--- src/include/bcpf_pkg.sv ---
package bcpf_pkg;
   localparam logic [23:0] SYNC_WORD = 24'hfa_f320;
   localparam logic [15:0] FILL_INFO = 16'haaaa;
   localparam logic [15:0] CRC_POLY = 16'h8005;
   localparam logic [15:0] CRC_INIT = 16'h0000;
   localparam int WORD_BITS = 24;
   localparam int INFO_BITS = 16;
   localparam int FRAME_MIN = 128;
   localparam int FRAME_MAX = 511;
   localparam int FRAME_DEF = 128;
   localparam int MAX_TRACKS = 4;
   localparam int SPREAD_4 = 24 / 4;
   localparam int SPREAD_2 = 24 / 2;
   localparam int SPREAD_3 = 24 / 3;
   localparam logic [3:0] LBL_FILL = 4'h0;
   localparam logic [3:0] LBL_CRC = 4'h0;
   localparam logic [3:0] LBL_TIME_HI = 4'h0;
   localparam logic [3:0] LBL_TIME_LO = 4'h0;
   localparam logic [3:0] LBL_TIME_US = 4'h0;

   typedef struct packed {
      logic [3:0] upper;
      logic [3:0] content;
      logic [15:0] info;
   } bcpf_word_t;

   typedef struct packed {
      logic syncErr;
      logic manchErr;
      logic parityErr;
      logic gapErr;
      logic countErr;
      logic wordCountErr;
      logic modeCodeErr;
   } bcpf_fault_t;

   typedef enum logic [2:0] {
      SL_SYNC = 3'b000,
      SL_THI = 3'b001,
      SL_TLO = 3'b010,
      SL_TUS = 3'b011,
      SL_DATA = 3'b100,
      SL_CRC = 3'b101
   } bcpf_slot_t;
endpackage

--- src/rtl/bcpf_framer.sv ---
// Function
// - frames open with sync word FAF320
// - optional time words follow sync in order
// - no time: data directly after sync
// - no check word: last slot data
// - fill may be omitted for buffered recorder
// - per-track streams offset by 24/count bits
// - track count per bus, at most four
// - every track carries the sync word
// - fixed equal frame length on all tracks
// - serialise msb first
// - check word on every track frame
// - four tracks: time words spread per track
// - fewer tracks: words rotate across tracks
// - no time: data follows each track sync
// - tape output coded RNRZ-L or Bi-phase-L
// - monitor only, never drives the bus
// - word faults are bus errors, protocol not
// - time tags may slip into next frame
// - input buffering prevents captured data loss
// - frame length 128 to 511 words
// - fill words carry AAAA
// - 24-bit words with labels and info field
// - CRC-16 x16+x15+x2+1 over info fields
`timescale 1ns/1ps
`default_nettype none
module bcpf_framer #(
   parameter int FRAME_LEN = bcpf_pkg::FRAME_DEF
) (
   // clock, reset
   input wire logic mclk,
   input wire logic srst,
   // configuration
   input wire logic timeEn,
   input wire logic crcEn,
   input wire logic fillEn,
   input wire logic biphaseSel,
   input wire logic [2:0] trackCount,
   input wire logic [8:0] frameLen,
   input wire logic [3:0] busLabel,
   input wire logic bitTick,
   // time source
   input wire logic [15:0] timeHi,
   input wire logic [15:0] timeLo,
   input wire logic [15:0] timeUs,
   // captured bus words
   input wire logic inValid,
   output logic inReady,
   input wire bcpf_pkg::bcpf_word_t inWord,
   input wire bcpf_pkg::bcpf_fault_t inFault,
   // track outputs
   output logic [3:0] trackOut,
   output logic [3:0] trackActive,
   output logic busError,
   output logic frameStart
);
   function automatic logic [15:0] crcStep(input logic [15:0] c, input logic [15:0] d);
      logic [15:0] r;
      r = c;
      for (int i = 15; i >= 0; i--) begin
         if (r[15] ^ d[i]) begin
            r = {r[14:0], 1'b0} ^ bcpf_pkg::CRC_POLY;
         end else begin
            r = {r[14:0], 1'b0};
         end
      end
      return r;
   endfunction

   function automatic logic wordErr(input bcpf_pkg::bcpf_fault_t f);
      return f.syncErr | f.manchErr | f.parityErr | f.gapErr | f.countErr;
   endfunction

   // config latched per frame
   logic [2:0] tkCnt;
   logic [8:0] fLen;
   assign tkCnt = (trackCount == 3'd0) ? 3'd1 :
                  (trackCount > 3'd4) ? 3'd4 : trackCount;
   assign fLen = (frameLen < 9'(bcpf_pkg::FRAME_MIN)) ? 9'(FRAME_LEN) : frameLen;

   // two-entry input buffer
   bcpf_pkg::bcpf_word_t bufMem [2];
   logic [1:0] bufCnt_q;
   logic [1:0] bufCntNext;
   logic bufWr_q, bufRd_q;
   logic bufPop, bufPush;
   assign bufPush = inValid && inReady;
   assign bufCntNext = bufCnt_q + 2'(bufPush) - 2'(bufPop);
   logic errFlag_q;
   always_ff @(posedge mclk) begin
      if (srst) begin
         bufCnt_q <= 2'd0;
         bufWr_q <= 1'b0;
         bufRd_q <= 1'b0;
         inReady <= 1'b1;
      end else begin
         inReady <= (bufCntNext != 2'd2);
         if (bufPush) begin
            bufMem[bufWr_q] <= inWord;
            bufWr_q <= ~bufWr_q;
         end
         if (bufPop) begin
            bufRd_q <= ~bufRd_q;
         end
         bufCnt_q <= bufCntNext;
      end
   end
   always_ff @(posedge mclk) begin
      if (srst) begin
         errFlag_q <= 1'b0;
      end else begin
         errFlag_q <= bufPush && wordErr(inFault);
      end
   end
   assign busError = errFlag_q;

   // frame sequencing
   logic [8:0] wordIdx_q;
   logic [2:0] trkIdx_q;
   logic [4:0] bitIdx_q;
   logic [23:0] shReg_q [4];
   logic [3:0] loaded_q;
   logic [15:0] crc_q [4];
   logic [15:0] tHi_q, tLo_q, tUs_q;
   logic [2:0] latTk_q;
   logic [8:0] latLen_q;
   logic latTime_q, latCrc_q;
   logic wordTick;
   logic [23:0] nextWord;
   logic [1:0] slotTrk;
   logic takeData;
   logic lastSlot;
   logic [8:0] slotNo;
   logic frameStart_q;

   assign slotNo = wordIdx_q;
   assign lastSlot = (slotNo == latLen_q - 9'd1);
   assign slotTrk = trkIdx_q[1:0];

   always_comb begin
      nextWord = {busLabel, bcpf_pkg::LBL_FILL, bcpf_pkg::FILL_INFO};
      takeData = 1'b0;
      if (slotNo == 9'd0) begin
         nextWord = bcpf_pkg::SYNC_WORD;
      end else if (latCrc_q && lastSlot) begin
         nextWord = {busLabel, bcpf_pkg::LBL_CRC, crc_q[slotTrk]};
      end else if (latTime_q && slotNo == 9'd1 && ({1'b0, slotTrk} + 3'd1) <= 3'd3 &&
                   latTk_q == 3'd4) begin
         unique case (slotTrk)
            2'd0: nextWord = {busLabel, bcpf_pkg::LBL_TIME_HI, tHi_q};
            2'd1: nextWord = {busLabel, bcpf_pkg::LBL_TIME_LO, tLo_q};
            default: nextWord = {busLabel, bcpf_pkg::LBL_TIME_US, tUs_q};
         endcase
      end else if (latTime_q && latTk_q != 3'd4 && latTk_q == 3'd1 && slotNo <= 9'd3) begin
         unique case (slotNo[1:0])
            2'd1: nextWord = {busLabel, bcpf_pkg::LBL_TIME_HI, tHi_q};
            2'd2: nextWord = {busLabel, bcpf_pkg::LBL_TIME_LO, tLo_q};
            default: nextWord = {busLabel, bcpf_pkg::LBL_TIME_US, tUs_q};
         endcase
      end else if (latTime_q && latTk_q != 3'd4 && latTk_q != 3'd1 && slotNo <= 9'd2 &&
                   ((slotNo - 9'd1) * 9'(latTk_q) + 9'(slotTrk)) < 9'd3) begin
         unique case (2'((slotNo - 9'd1) * 9'(latTk_q) + 9'(slotTrk)))
            2'd0: nextWord = {busLabel, bcpf_pkg::LBL_TIME_HI, tHi_q};
            2'd1: nextWord = {busLabel, bcpf_pkg::LBL_TIME_LO, tLo_q};
            default: nextWord = {busLabel, bcpf_pkg::LBL_TIME_US, tUs_q};
         endcase
      end else if (bufCnt_q != 2'd0) begin
         nextWord = bufMem[bufRd_q];
         takeData = 1'b1;
      end
   end

   // words load when the shifter of the current track needs one
   logic stallFill;
   logic halfPh_q;
   logic bitGo;
   assign stallFill = !fillEn && !takeData && slotNo != 9'd0 && bitIdx_q == 5'd0 &&
                      !(latCrc_q && lastSlot) && nextWord[19:16] == bcpf_pkg::LBL_FILL &&
                      nextWord[15:0] == bcpf_pkg::FILL_INFO;
   // bitTick marks half bits; a bit starts on the first half
   assign bitGo = bitTick && !halfPh_q && !stallFill;
   assign wordTick = bitGo && (bitIdx_q == 5'd0);
   assign bufPop = wordTick && takeData;

   always_ff @(posedge mclk) begin
      if (srst) begin
         halfPh_q <= 1'b0;
      end else if (bitTick && (halfPh_q || !stallFill)) begin
         halfPh_q <= ~halfPh_q;
      end
   end

   // bit position counter, offset by 24/count per track
   always_ff @(posedge mclk) begin
      if (srst) begin
         bitIdx_q <= 5'd0;
      end else if (bitGo) begin
         bitIdx_q <= (bitIdx_q == 5'(bcpf_pkg::SPREAD_4) - 5'd1 && latTk_q == 3'd4) ? 5'd0 :
                     (bitIdx_q == 5'(bcpf_pkg::SPREAD_3) - 5'd1 && latTk_q == 3'd3) ? 5'd0 :
                     (bitIdx_q == 5'(bcpf_pkg::SPREAD_2) - 5'd1 && latTk_q == 3'd2) ? 5'd0 :
                     (bitIdx_q == 5'(bcpf_pkg::WORD_BITS) - 5'd1) ? 5'd0 :
                     bitIdx_q + 5'd1;
      end
   end

   always_ff @(posedge mclk) begin
      if (srst) begin
         wordIdx_q <= 9'd0;
         trkIdx_q <= 3'd0;
         latTk_q <= 3'd1;
         latLen_q <= 9'(FRAME_LEN);
         latTime_q <= 1'b0;
         latCrc_q <= 1'b0;
         tHi_q <= 16'h0000;
         tLo_q <= 16'h0000;
         tUs_q <= 16'h0000;
         frameStart_q <= 1'b0;
      end else begin
         frameStart_q <= 1'b0;
         if (wordTick) begin
            if (trkIdx_q == latTk_q - 3'd1) begin
               trkIdx_q <= 3'd0;
               if (lastSlot) begin
                  wordIdx_q <= 9'd0;
                  latTk_q <= tkCnt;
                  latLen_q <= fLen;
                  latTime_q <= timeEn;
                  latCrc_q <= crcEn;
                  tHi_q <= timeHi;
                  tLo_q <= timeLo;
                  tUs_q <= timeUs;
                  frameStart_q <= 1'b1;
               end else begin
                  wordIdx_q <= wordIdx_q + 9'd1;
               end
            end else begin
               trkIdx_q <= trkIdx_q + 3'd1;
            end
         end
      end
   end
   assign frameStart = frameStart_q;

   // per-track shifters and running check
   logic [3:0] rnrzQ, biQ, outQ;
   logic [14:0] prbs_q [4];
   always_ff @(posedge mclk) begin
      if (srst) begin
         loaded_q <= 4'h0;
         outQ <= 4'h0;
         biQ <= 4'h0;
         for (int t = 0; t < 4; t++) begin
            shReg_q[t] <= 24'h00_0000;
            crc_q[t] <= bcpf_pkg::CRC_INIT;
            prbs_q[t] <= 15'h7fff;
         end
      end else begin
         if (wordTick) begin
            if (slotNo == 9'd0) begin
               crc_q[slotTrk] <= bcpf_pkg::CRC_INIT;
            end else begin
               crc_q[slotTrk] <= crcStep(crc_q[slotTrk], nextWord[15:0]);
            end
         end
         if (bitGo) begin
            for (int t = 0; t < 4; t++) begin
               if (wordTick && 2'(t) == slotTrk) begin
                  // new word: its msb goes out now, rest waits in the shifter
                  shReg_q[t] <= {nextWord[22:0], 1'b0};
                  loaded_q[t] <= 1'b1;
                  prbs_q[t] <= {prbs_q[t][13:0], prbs_q[t][14] ^ prbs_q[t][13]};
                  outQ[t] <= biphaseSel ? nextWord[23] : (nextWord[23] ^ prbs_q[t][14]);
                  biQ[t] <= biphaseSel;
               end else if (3'(t) < latTk_q && loaded_q[t]) begin
                  shReg_q[t] <= {shReg_q[t][22:0], 1'b0};
                  prbs_q[t] <= {prbs_q[t][13:0], prbs_q[t][14] ^ prbs_q[t][13]};
                  outQ[t] <= biphaseSel ? shReg_q[t][23] :
                             (shReg_q[t][23] ^ prbs_q[t][14]);
                  biQ[t] <= biphaseSel;
               end
            end
         end
      end
   end
   always_ff @(posedge mclk) begin
      if (srst) begin
         trackOut <= 4'h0;
         trackActive <= 4'h0;
      end else begin
         if (bitTick) begin
            // bi-phase-l: bit in first half, inverse in second
            trackOut <= outQ ^ (biQ & {4{!halfPh_q}});
         end
         trackActive <= loaded_q;
      end
   end

   fault_class_a: assert property (@(posedge mclk) disable iff (srst)
      (bufPush && inFault.wordCountErr && !wordErr(inFault)) |=> !busError)
      else $error("protocol fault flagged as bus error");
   buf_bound_a: assert property (@(posedge mclk) disable iff (srst)
      bufCnt_q <= 2'd2)
      else $error("buffer overfilled");
   sync_first_a: assert property (@(posedge mclk) disable iff (srst)
      (wordTick && slotNo == 9'd0) |-> nextWord == bcpf_pkg::SYNC_WORD)
      else $error("frame without sync");
   track_limit_a: assert property (@(posedge mclk) disable iff (srst)
      latTk_q >= 3'd1 && latTk_q <= 3'd4)
      else $error("track count out of range");
   len_range_a: assert property (@(posedge mclk) disable iff (srst)
      latLen_q >= 9'd128)
      else $error("frame too short");
   ready_full_a: assert property (@(posedge mclk) disable iff (srst)
      (bufCnt_q == 2'd2) |-> !inReady)
      else $error("ready while full");
   crc_slot_a: assert property (@(posedge mclk) disable iff (srst)
      (wordTick && latCrc_q && lastSlot) |-> !takeData)
      else $error("data in check slot");
   time_hold_a: assert property (@(posedge mclk) disable iff (srst)
      !$stable(tHi_q) |-> frameStart_q)
      else $error("time changed mid frame");
endmodule
`default_nettype wire

--- config.mk ---
export PLATFORM = sky130hd
export DESIGN_NAME = bcpf_framer
export DESIGN_NICKNAME = d
export VERILOG_FILES = /design/src/include/bcpf_pkg.sv /design/src/rtl/bcpf_framer.sv
export SDC_FILE = /design/constraint.sdc
export NUM_CORES = 1
export LEC_CHECK = 0
export ABC_AREA = 1
export BUFFER_PORTS_ARGS = -buffer_cell sky130_fd_sc_hd__buf_2
export CORE_ASPECT_RATIO = 0.75
export CORE_UTILIZATION = 40
export DETAILED_ROUTE_END_ITERATION = 7
export PLACE_DENSITY_LB_ADDON = 0.1
export SETUP_SLACK_MARGIN = 0.4
export SLEW_MARGIN = 0
export SYNTH_ARGS = -nofsm -noshare
export SYNTH_HDL_FRONTEND = slang
export SYNTH_SLANG_ARGS = --single-unit
--- constraint.sdc ---
create_clock -name mclk -period 7.9 [get_ports mclk]
set_input_delay 0 -clock mclk [delete_from_list [all_inputs] [get_ports mclk]]
set_output_delay 0 -clock mclk [all_outputs]
set_load 0.01 [all_outputs]
==> flow_metrics.env <==
export IMPL_synth_nets=2170
export IMPL_fin_crit_ns=7.041
export IMPL_die_h_um=189.6
export IMPL_dp_hpwl_um=35590
export IMPL_layout_drive_gt1_share_pct=15.71
export IMPL_leakagePower_nw=8.646
export IMPL_slowest_delay_ns=0.50
export IMPL_met1_usage_pct=32.98
export IMPL_grt_usage_pct=21.82
export IMPL_critPathRequiredTime_ns=8.20
export IMPL_rows=68
export IMPL_synth_ff_type="edfxtp_1"
export IMPL_layout_nets=2386
export IMPL_startpoint_type="register"
export IMPL_ys_warn_count=0
export IMPL_grt_start_max_net_pins=61
export IMPL_final_max_slew_viol_count=0
export IMPL_drt_first_pass_iters=5
export IMPL_irDropWorstVdd_uv=155.1
export IMPL_synth_top_area_share_pct=42.24
export IMPL_synthToLayoutAreaGrowth_pct=19.45
export IMPL_setup_violations=0
export IMPL_cts_root_buf="clkbuf_16"
export IMPL_worst_setup_path_type="register to register"
export IMPL_routed_wl_um=52100
export IMPL_max_cap_violations=0
export IMPL_relSlewSlack_pct=29.22
export IMPL_met2_usage_pct=32.16
export IMPL_grt_first_pass_wirelength_um=80750
export IMPL_ys_ff_latch=374
export IMPL_crit_fanout=13
export IMPL_finalCritPeriodShare_pct=89.12
export IMPL_p_per_area_nw_per_um2=221.5
export IMPL_met3_usage_pct=3.667
export IMPL_hold_violations=0
export IMPL_async_flop_share_pct=0
export IMPL_ys_seq_area_share_pct=53.98
export IMPL_synthCells=2025
export IMPL_status="complete, no violations"
export IMPL_synth_avg_cell_area_um2=9.268
export IMPL_ioPinCount=114
export IMPL_wl_per_cell_um=17.95
export IMPL_cts_buffer_depth=3
export IMPL_crit_arrival_ns=7.34
export IMPL_whs_ns=0.1376
export IMPL_rsz0062_at_grt="false"
export IMPL_worstMarginPinSlew_ns=1.061
export IMPL_tritoncts="yes"
export IMPL_netlist_area_um2=18770
export IMPL_grt_busiest_layer="met1"
export IMPL_synthTopCellsByArea="edfxtp_1 (42%), dfxtp_1 (12%), nand2_1 (7.8%)"
export IMPL_die_area_um2=47800
export IMPL_synthMostInstantiatedCell="nand2_1"
export IMPL_drt_initial_drc_count=1403
export IMPL_synth_edff_count=264
export IMPL_grt_antenna_before_repair=0
export IMPL_core_um2=46110
export IMPL_die_w_um=252.1
export IMPL_grt_pass1_vias=14220
export IMPL_port_buffers=111
export IMPL_cpMaxStageDelayCell="fa_1"
export IMPL_tritoncts_num_buffers=40
export IMPL_ant_nets=0
export IMPL_end_kind="register"
export IMPL_start_util_pct=40.70
export IMPL_antenna_cells=0
export IMPL_clk_pin_slew_worst_paths_ns=0.06
export IMPL_min_path_type="input port to register"
export IMPL_vias=15070
export IMPL_max_freq_ghz=0.1420
export IMPL_gp_congestion=0.8677
export IMPL_clock_latency_ns=0.56
export IMPL_skew_ns=0.02213
export IMPL_synthTopCellsByCount="nand2_1 (389), edfxtp_1 (264), inv_1 (237), nor2_1 (147), o21ai_0 (142)"
export IMPL_synth_top_area_cell="edfxtp_1"
export IMPL_synth_distinct_cells=61
export IMPL_htreeDepth=2
export IMPL_fin_total_pwr_mw=4.965
export IMPL_route_detailed_drc=0
export IMPL_setup_tns_ns=0
export IMPL_grt_ovfl_total=0
export IMPL_numClockSinks=374
export IMPL_viasPerCell=5.193
-- state kept, by name, indices dropped and copies added, names as in the netlist, 5 cells and up, named ones only --
signal / flops
bufMem: 48
bitIdx_q: 5
crc_q: 64
tUs_q: 16
prbs_q: 60
slotNo: 9
latLen_q: 9
tLo_q: 16
shReg_q: 92
tHi_q: 16
-- timing repair --
| action | in CTS | in global routing |
|---|---|---|
| resized for setup | 0 | 10 |
| setup endpoints to repair | 0 | 442 |
| hold buffers | 93 | 0 |
| endpoints found under the hold margin | 125 | 0 |
| setup buffers | 0 | 6 |
-- worst paths after layout --
kind | start | endpoint | slack (ns) | cells after the start
hold / removal | busLabel[2] | shReg_q[1][22]$_SDFFCE_PN0P_ | 0.14 | 3
setup reg to reg | slotNo[1]$_SDFFE_PP0P_ | crc_q[2][9]$_SDFFCE_PN0P_ | 0.86 | 34
hold reg to reg | loaded_q[2]$_SDFFE_PP0P_ | trackActive[2]$_SDFF_PP0_ | 0.44 | 2
setup / recovery | slotNo[1]$_SDFFE_PP0P_ | crc_q[2][9]$_SDFFCE_PN0P_ | 0.86 | 34
-- cell type report --
type	instances	area (µm²)
sequential	374	10130
inverter	261	985.9
timing repair buffer	260	1932
multi-input combinational	1304	7316
clock buffer	60	1167
clock inverter	13	97.59
fill	4412	23700
tap	630	788.3
-- stage by stage --
| stage | instance area [µm²] | utilization (%) | cells | setup WS [ns] |
|---|---|---|---|---|
| after floorplan | 18770 | - | 2025 | 1.199 |
| after global routing | 22420 | 48.61 | 2902 | 0.4072 |
| after detailed placement | 20130 | 43.66 | 2730 | 0.6172 |
| after global placement | 20130 | 43.66 | 2730 | 0.7179 |
| after CTS | 22330 | 48.42 | 2896 | 0.5818 |
| final | 22420 | 48.61 | 2902 | 0.8594 |
-- layout by cell type (no fill, tap or decap), types with 7 or more instances in the layout --
| cell | netlist | final |
|---|---|---|
| a21oi_1 | 67 | 66 |
| a32o_1 | 12 | 12 |
| buf_2 | 14 | 111 |
| buf_4 | 6 | 54 |
| clkbuf_1 | 56 | 12 |
| clkbuf_16 | 0 | 41 |
| clkbuf_8 | 0 | 7 |
| clkinv_1 | 8 | 10 |
| dfxtp_1 | 110 | 109 |
| dlygate4sd3_1 | 0 | 93 |
| edfxtp_1 | 264 | 264 |
| fa_1 | 7 | 7 |
| ha_1 | 35 | 35 |
| inv_1 | 237 | 236 |
| inv_2 | 15 | 15 |
| nand2_1 | 389 | 388 |
| nand2_2 | 21 | 22 |
| nand3_1 | 103 | 102 |
| nand3_2 | 12 | 13 |
| nand4_1 | 18 | 18 |
| nor2_1 | 147 | 145 |
| nor2_2 | 11 | 13 |
| nor3_1 | 21 | 20 |
| o211ai_1 | 16 | 16 |
| o21ai_0 | 142 | 142 |
| o21ai_1 | 25 | 24 |
| o221ai_1 | 15 | 15 |
| o22ai_1 | 73 | 73 |
| o31ai_1 | 16 | 16 |
| or2_2 | 34 | 34 |
| xnor2_1 | 21 | 21 |
| xor2_1 | 36 | 36 |
-- power breakdown --
group | leakage (nW) | internal (mW) | switching (mW)
combinational | 4.66 | 0.310 | 0.621
sequential | 3.37 | 2.18 | 0.0261
clock | 0.618 | 1.03 | 0.799
-- critical path: cells and delay by family, from the launching register on --
kind                     cells  cell delay (ns)
AO/OA/AOI/OAI                4             0.44
XOR/XNOR                     2             0.45
adder cells (fa/ha/maj)      4             1.63
buffers and inverters        6             0.98
flip-flops                   1             0.43
AND/OR/NAND/NOR             18             2.84
-- cell families (layout without fill, tap and decap cells) --
family | count (synthesis) | count (layout) | share of synthesized area (%)
mux | 6 | 6 | 0.3200
fa+ha+maj | 42 | 42 | 3.080
buf+inv | 347 | 594 | 7.287
flops | 374 | 374 | 53.98
simple gates | 791 | 791 | 19.11
compound gates | 403 | 403 | 12.95
xor+xnor | 62 | 62 | 3.274
-- per-layer routing --
layer	part of all wire (%)	wire length, µm	up-vias
met5	0	0	-
met4	1.8	939	0
met3	6.7	3496	69
met2	42	22040	462
met1	49	25620	7194
li1	-	-	7346
No activity file was read; power rests on OpenSTA's default activity.
